**src/logic/cell_ins_pkg.sv**
```systemverilog
package cell_ins_pkg;
   // register indices (printed low offsets); byte address is four times the index
   localparam logic [7:0] IDX_CONTROL = 8'h13;
   localparam logic [7:0] IDX_BITS_31_24 = 8'h14;
   localparam logic [7:0] IDX_BITS_23_16 = 8'h15;
   localparam logic [7:0] IDX_BITS_15_8 = 8'h16;
   localparam logic [7:0] IDX_BITS_7_0 = 8'h17;
   localparam logic [7:0] IDX_STATUS = 8'h18;
   localparam int ADDR_W = 10;
   // control field positions
   localparam int CTL_SOC = 0;
   localparam int CTL_ROOM = 1;
   localparam int CTL_INS_RST_N = 2;
   localparam int CTL_EXT_READY = 3;
   localparam int CTL_EXT_RST_N = 4;
   localparam logic [7:0] CTL_RESET = 8'h14;
   localparam logic [7:0] CTL_RW_MASK = 8'h1D;
   localparam int WORDS_PER_CELL = 14;
   localparam int CELL_DEPTH = 4;

   typedef struct packed {
      logic soc;
      logic [31:0] data;
   } ins_word_s;

   typedef struct packed {
      logic cyc;
      logic stb;
      logic we;
      logic [ADDR_W-1:0] adr;
      logic [3:0] sel;
      logic [31:0] dat;
   } wb_req_s;
endpackage

```
**src/logic/cell_ins_mem.sv**
```systemverilog
`timescale 1ns/10ps
`default_nettype none
module cell_ins_mem #(
   parameter int WIDTH = 33,
   parameter int DEPTH = 56,
   parameter int AW = 6
) (
   input wire logic clk_i,
   input wire logic wr_en_i,
   input wire logic [AW-1:0] wr_addr_i,
   input wire logic [WIDTH-1:0] wr_data_i,
   input wire logic [AW-1:0] rd_addr_i,
   output logic [WIDTH-1:0] rd_data_o
);
   initial begin
      if ((1 << AW) < DEPTH) $error("cell_ins_mem: AW too small for DEPTH");
   end

   logic [WIDTH-1:0] mem [DEPTH];

   always_ff @(posedge clk_i) begin
      if (wr_en_i) begin
         mem[wr_addr_i] <= wr_data_i;
      end
      rd_data_o <= mem[rd_addr_i];
   end
endmodule
`default_nettype wire

```
**src/logic/rx_cell_insertion_write_port.sv**
```systemverilog
// Chosen here: the placing of the registers and the Wishbone register port.
`timescale 1ns/10ps
`default_nettype none
//////////////////////////////////////////////////////////////////////////////
// Behaviour
// software loads each word as four byte writes, soc set for first word
// byte register 0x14 lands on word bits 31:24
// byte register 0x15 lands on word bits 23:16
// byte register 0x16 lands on word bits 15:8
// byte register 0x17 lands on word bits 7:0
// soc cleared after first word; later words continue the cell
// soc one tags the next committed word as first word of a cell
// room flag reads one while buffer can take another full cell
// rest of cell is thirteen more four-byte words
// data register reads return extraction data, never insertion data
// word commits on the bits 7:0 write, soc sampled at that moment
module rx_cell_insertion_write_port
   import cell_ins_pkg::*;
#(
   parameter int CELLS = CELL_DEPTH
) (
   input wire logic clk_i,
   input wire logic rst_i,
   input wire logic wb_cyc_i,
   input wire logic wb_stb_i,
   input wire logic wb_we_i,
   input wire logic [ADDR_W-1:0] wb_adr_i,
   input wire logic [3:0] wb_sel_i,
   input wire logic [31:0] wb_dat_i,
   output logic [31:0] wb_dat_o,
   output logic wb_ack_o,
   output logic wb_err_o,
   // extraction side supplies read data and cell-ready
   input wire logic [31:0] ext_word_i,
   input wire logic extract_cell_ready_i,
   // drain side toward the receive data path
   input wire logic word_ready_i,
   output logic word_valid_o,
   output logic [31:0] word_data_o,
   output logic word_soc_o,
   output logic ext_reset_o
);
   localparam int DEPTH = CELLS * WORDS_PER_CELL;
   localparam int AW = $clog2(DEPTH);
   localparam int CW = AW + 1;

   initial begin
      if (CELLS < 1) $error("CELLS must be at least 1");
   end

   typedef struct packed {
      logic ack;
      logic err;
      logic [31:0] rdat;
      logic [7:0] ctl;
      logic [23:0] hold;
      logic [AW-1:0] wptr;
      logic [AW-1:0] rptr;
      logic [CW-1:0] count;
      logic mem_pending;
      logic out_valid;
      logic [31:0] out_data;
      logic out_soc;
      logic ovf;
   } state_s;

   state_s st;
   state_s next_st;
   ins_word_s wr_word;
   ins_word_s rd_word;
   logic wr_en;
   logic rd_en;

   function automatic logic [AW-1:0] ptr_inc(input logic [AW-1:0] p);
      if (p == AW'(DEPTH - 1)) begin
         return '0;
      end
      return p + AW'(1);
   endfunction

   //////////////////////////////////////////////////////////////////////////
   cell_ins_mem #(
      .WIDTH(33),
      .DEPTH(DEPTH),
      .AW(AW)
   ) u_mem (
      .clk_i(clk_i),
      .wr_en_i(wr_en),
      .wr_addr_i(st.wptr),
      .wr_data_i(wr_word),
      .rd_addr_i(st.rptr),
      .rd_data_o(rd_word)
   );

   //////////////////////////////////////////////////////////////////////////
   logic req;
   logic wr_req;
   logic [7:0] idx;
   logic mapped;
   logic have_room;
   logic mem_full;
   logic out_take;

   always_comb begin
      next_st = st;
      req = wb_cyc_i && wb_stb_i && !st.ack && !st.err;
      wr_req = req && wb_we_i && wb_sel_i[0];
      idx = 8'(wb_adr_i[ADDR_W-1:2]);
      mapped = (idx >= IDX_CONTROL) && (idx <= IDX_STATUS) && (wb_adr_i[1:0] == 2'b00);
      mem_full = (st.count == CW'(DEPTH));
      // room means a whole cell fits, so a started cell never overflows
      have_room = (st.count <= CW'(DEPTH - WORDS_PER_CELL));
      out_take = st.out_valid && word_ready_i;
      wr_en = 1'b0;
      rd_en = 1'b0;
      wr_word.soc = st.ctl[CTL_SOC];
      wr_word.data = {st.hold, wb_dat_i[7:0]};
      next_st.ack = req && mapped;
      next_st.err = req && !mapped;

      if (wr_req && mapped) begin
         case (idx)
            IDX_CONTROL: next_st.ctl = (wb_dat_i[7:0] & CTL_RW_MASK) | (st.ctl & ~CTL_RW_MASK);
            IDX_BITS_31_24: next_st.hold[23:16] = wb_dat_i[7:0];
            IDX_BITS_23_16: next_st.hold[15:8] = wb_dat_i[7:0];
            IDX_BITS_15_8: next_st.hold[7:0] = wb_dat_i[7:0];
            IDX_BITS_7_0: begin
               // a word arriving with the buffer full is dropped and flagged
               if (!mem_full && st.ctl[CTL_INS_RST_N]) begin
                  wr_en = 1'b1;
               end else begin
                  next_st.ovf = 1'b1;
               end
            end
            IDX_STATUS: begin
               if (wb_dat_i[0]) next_st.ovf = 1'b0;
            end
            default: ;
         endcase
      end

      if (req && !wb_we_i && mapped) begin
         case (idx)
            IDX_CONTROL: begin
               next_st.rdat = {24'h0000_00, st.ctl};
               next_st.rdat[CTL_ROOM] = have_room;
               next_st.rdat[CTL_EXT_READY] = extract_cell_ready_i;
            end
            IDX_BITS_31_24: next_st.rdat = {24'h0000_00, ext_word_i[31:24]};
            IDX_BITS_23_16: next_st.rdat = {24'h0000_00, ext_word_i[23:16]};
            IDX_BITS_15_8: next_st.rdat = {24'h0000_00, ext_word_i[15:8]};
            IDX_BITS_7_0: next_st.rdat = {24'h0000_00, ext_word_i[7:0]};
            IDX_STATUS: next_st.rdat = {st.count == '0, st.ovf, 22'h00_0000, 8'(st.count)};
            default: next_st.rdat = '0;
         endcase
      end else if (!req) begin
         next_st.rdat = '0;
      end

      // memory read is registered: one cycle to fetch into the output stage
      if (st.mem_pending) begin
         next_st.out_valid = 1'b1;
         next_st.out_data = rd_word.data;
         next_st.out_soc = rd_word.soc;
         next_st.mem_pending = 1'b0;
      end else if (out_take) begin
         next_st.out_valid = 1'b0;
      end
      if (st.count != '0 && !st.mem_pending && (!st.out_valid || out_take)) begin
         rd_en = 1'b1;
         next_st.mem_pending = 1'b1;
         next_st.rptr = ptr_inc(st.rptr);
      end
      if (wr_en) next_st.wptr = ptr_inc(st.wptr);
      next_st.count = st.count + CW'(wr_en) - CW'(rd_en);

      // insertion reset bit low holds the buffer empty
      if (!st.ctl[CTL_INS_RST_N]) begin
         next_st.wptr = '0;
         next_st.rptr = '0;
         next_st.count = '0;
         next_st.mem_pending = 1'b0;
         next_st.out_valid = 1'b0;
         next_st.hold = '0;
      end
   end

   always_ff @(posedge clk_i) begin
      if (rst_i) begin
         st <= '0;
         st.ctl <= CTL_RESET;
      end else begin
         st <= next_st;
      end
   end

   //////////////////////////////////////////////////////////////////////////
   always_comb begin
      wb_ack_o = st.ack;
      wb_err_o = st.err;
      wb_dat_o = st.rdat;
      word_valid_o = st.out_valid;
      word_data_o = st.out_data;
      word_soc_o = st.out_soc;
      ext_reset_o = !st.ctl[CTL_EXT_RST_N];
   end
endmodule
`default_nettype wire

```
**config.mk**
```make
export PLATFORM = sky130hd
export DESIGN_NAME = rx_cell_insertion_write_port
export DESIGN_NICKNAME = d
export VERILOG_FILES = /design/src/logic/cell_ins_pkg.sv /design/src/logic/cell_ins_mem.sv /design/src/logic/rx_cell_insertion_write_port.sv
export SDC_FILE = /design/constraint.sdc
export NUM_CORES = 2
export LEC_CHECK = 0
export BUFFER_PORTS_ARGS = -buffer_cell sky130_fd_sc_hd__buf_2
export CORE_AREA = 2 2 442 444
export CTS_CLUSTER_DIAMETER = 200
export DETAILED_ROUTE_END_ITERATION = 7
export DIE_AREA = 0 0 444 446
export PLACE_DENSITY = 0.68
export SYNTH_ARGS = -nofsm -noshare
export SYNTH_HDL_FRONTEND = slang
export SYNTH_HIERARCHICAL = 1
export SYNTH_SLANG_ARGS = --single-unit
```
**constraint.sdc**
```tcl
create_clock -name clk_i -period 5.6 [get_ports clk_i]
set_input_delay 0.84 -clock clk_i [delete_from_list [all_inputs] [get_ports clk_i]]
set_output_delay 0.84 -clock clk_i [all_outputs]
set_load 0.02 [all_outputs]
```
==> key figures <==
Status
  – Outcome: complete, no violations

Min path
  – Hold Crit Class: input pin to flip-flop
  – Cell count of the worst hold path: 3
  – End of the worst hold path: word_valid_o
  – Hold_sp: word_ready_i

Route
  – WL final: 178000 um
  – Via count: 38148
  – Remaining DRCs: 0
  – DRT iter0 DRCs: 4360
  – Via density per instance: 5.66
  – Number of routed nets with antenna violations: 0
  – Wire per inst: 26.3 um
  – First drt pass iteration count: 5

Synthesis
  – Asr flop ratio synth: 0%
  – Leading area contributor after synthesis: edfxtp_1
  – Synth area leaders: edfxtp_1 72%, mux4_2 10%, dfxtp_1 3.3%
  – Yosys top cell area share: 72.2%
  – Sequential area share after synthesis: about 76%
  – Count leader, synth: edfxtp_1
  – Post-synth cell types: 68
  – Synth warn: 6
  – Cells after synthesis: 3845
  – Avg Synthesized Cell Area: 20.0 um^2
  – Most used DFF post-synth: edfxtp_1
  – Cell Area, Synth: roughly 77000 um^2
  – Yosys reg bits: 1975
  – Commonest cells in the synthesized netlist: 1848 x edfxtp_1, 352 x mux4_2, 203 x mux2i_1, 184 x mux2_2, 139 x nor2_1
  – Post-synth EDFFs: 1848

STA
  – Hold Violations, Final: 0
  – Min cycle time layout: 3920 ps
  – Worst Slack Setup Final: approximately 1700 ps
  – Worst rel slew slack: a little over an eighth
  – Setup Skew: roughly 32 ps
  – Worst Tran Pin Value: 1270 ps
  – Pins Over Slew Limit: 0
  – RSZ-0062 raised after global routing: false
  – Final Cycle Share: 70.0%
  – Total Neg Setup Slack: 0 ps
  – # setup viols final: 0
  – Achievable Freq: 255 MHz

Global routing
  – First-pass GRT wire length: 259000 um
  – Total track usage: 17.8%
  – Largest net degree at the start of global routing: between 100 and 150
  – Gr ovfl total: 0
  – Initial antenna violation count: 3
  – Via count of the first global-routing pass: 37544
  – Met2 Use GR: between 20% and 30%
  – Met3 Track Usage GR: about 3.4%
  – GRT Max-Usage Layer: met2
  – Met1 GRT Util: between 20% and 30%

Setup path
  – Crit path kind: flip-flop to flip-flop
  – CP Data Required Time: 6240 ps
  – R2R cell count: 6
  – Reg2reg start: st[45]
  – Startpoint type of the worst setup path: flip-flop
  – Worst R2R Setup Slack: around 1700 ps
  – WP data arrival: 4560 ps
  – Crit path max fanout: 29
  – RR Endpoint: u_mem/rd_data_o[4]
  – Critical path endpoint category: flip-flop

Clock tree
  – H-tree depth: 4
  – Cts repair resizes: 0
  – Postcts setup bufs: 0
  – Later-pin clock latency in the skew report: around 800 ps
  – Clock Root Buffer: clkbuf_16
  – Max clock buf depth: 3
  – # clock sinks: 1975
  – Clock transition at path regs: ~60 ps
  – CTS tree: built
  – CTS Buf Count: 185
  – Hold Buf Count CTS: 0

Cells and area
  – Layout area overhead: 13.7%
  – Fin nets: 4140
  – Area of the multi-input gates: 17600 um^2
  – Share of cells above drive strength 1: 28.7%
  – Final Util: a little under half
  – FF+latch area: 58100 um^2
  – Fin cells: 6742
  – Fill count: between 15000 and 20000

Power
  – Peak VDD IR: 0.372 mV
  – Pwr Total: 33.8 mW
  – PwrDens: 386 nW/um^2
  – Pleak: 28.1 nW

Floorplan
  – # IOs: 154
  – Row count: about 160
  – DIE HEIGHT: 446 um
  – Die X-Extent: 444 um
  – Die Area: between 150000 and 200000 um^2
  – Core Area: ~190000 um^2
  – Initial Util: 39.7%

Placed design
  – Placed Instances: 6393
  – IO Port Bufs: 104
  – Dpl hpwl: 105000 um
  – RePlAce Congestion: between 0.8 and 0.9
  – Pre-CTS setup slack: roughly 1100 ps

Job
  – Max Cap Violations: 0
[worst max-delay path: stages (launching register included)]
cell and delay (ps):
dfxtp_4 680, nand2b_1 650, buf_4 360, a211oi_1 70
a2111oi_0 920, o22ai_1 360, o21ai_1 690
[registers in the layout, indices dropped and copies added, names as in the netlist]
| signal | flops |
|---|---|
| st | 48 |
| u_mem/mem | 1848 |
| u_mem/rd_data_o | 33 |
| wb_ack_o | 1 |
| wb_dat_o | 10 |
| wb_err_o | 1 |
| word_data_o | 32 |
| word_soc_o | 1 |
| word_valid_o | 1 |
[final cells by class]
| class | count | share of cell area, % |
|---|---|---|
| sequential | 1975 | 66.5 |
| multi-input combinational | 1588 | 20.2 |
| clock buffer | 250 | 5.83 |
| tap | 2542 | 3.64 |
| timing repair buffer | 269 | 2.69 |
| clock inverter | 93 | 1.05 |
| inverter | 19 | 0.0816 |
| antenna | 6 | 0.0172 |
[metal layers]
layer / share of wire [%] / up-vias
li1: - / 16061
met1: 42 / 20107
met2: 47 / 1740
met3: 8.7 / 240
met4: 2.3 / 0
met5: 0 / -
[logic make-up (layout without fill, tap and decap cells)]
| logic type | Yosys count | in the layout | share of synthesized area [%] |
|---|---|---|---|
| and+or+nand+nor | 443 | 443 | 2.70 |
| xor gates and xnor gates | 4 | 4 | 0.0456 |
| buffers and inverters | 303 | 631 | 2.20 |
| muxes | 739 | 739 | 15.7 |
| AOI/OAI and AO/OA | 363 | 363 | 3.58 |
| DFF | 1975 | 1975 | 75.5 |
| other | 1 | 28 | 0.00488 |
| adders and majority gates | 17 | 17 | 0.287 |
[worst max path at each step]
stage / startpoint / endpoint / slack (ps)
6_report: st[45] / u_mem/rd_data_o[4] / 1680
5_1_grt: st[43] / u_mem/rd_data_o[6] / 1780
4_1_cts: st[45] / u_mem/rd_data_o[3] / 1790
3_5_place_dp: wb_adr_i[6] / st[42] / 1130
3_3_place_gp: wb_adr_i[6] / st[42] / 1050
2_1_floorplan: wb_adr_i[9] / u_mem/mem[25][0] / 60
[cells in the final DEF, fill, tap and decap left out, drive strengths merged, types with 3 or more instances in the layout]
| cell | instances |
|---|---|
| edfxtp | 1848 |
| a22o | 35 |
| o211ai | 4 |
| or2 | 5 |
| clkinv | 68 |
| o2111ai | 26 |
| mux4 | 352 |
| o21ai | 63 |
| nand2 | 124 |
| mux2 | 184 |
| nor3 | 24 |
| nand3b | 5 |
| nand4b | 3 |
| diode | 6 |
| or3b | 3 |
| a31oi | 3 |
| buf | 269 |
| mux2i | 203 |
| conb | 22 |
| a2111oi | 26 |
| bufinv | 13 |
| nand2b | 10 |
| inv | 30 |
| o31ai | 7 |
| a221o | 26 |
| o22ai | 60 |
| a211oi | 32 |
| a21oi | 27 |
| a22oi | 40 |
| xnor2 | 3 |
| ha | 16 |
| o21bai | 3 |
| nor2b | 37 |
| and2 | 4 |
| nand3 | 65 |
| or3 | 5 |
| nand4 | 5 |
| nor2 | 139 |
| dfxtp | 127 |
| clkbuf | 250 |
[report_power, final]
| part | leakage (nW) | switching [mW] | internal, mW | total, mW |
|---|---|---|---|---|
| registers | 18.9 | 0.306 | 16.1 | 16.4 |
| logic | 6.15 | 2.77 | 2.15 | 4.92 |
| clock network | 2.96 | 5.40 | 7.01 | 12.4 |
| total | 28.1 | 8.47 | 25.3 | 33.8 |
[through the flow]
step / area [um^2] / hold WS (ps)
floorplan: 76900 / 440
global placement: 81300 / 445
detailed placement: 81300 / 454
CTS: 87300 / 334
global route: 87300 / 370
finish: 87400 / 391
No activity file was read; power rests on OpenSTA's default activity.
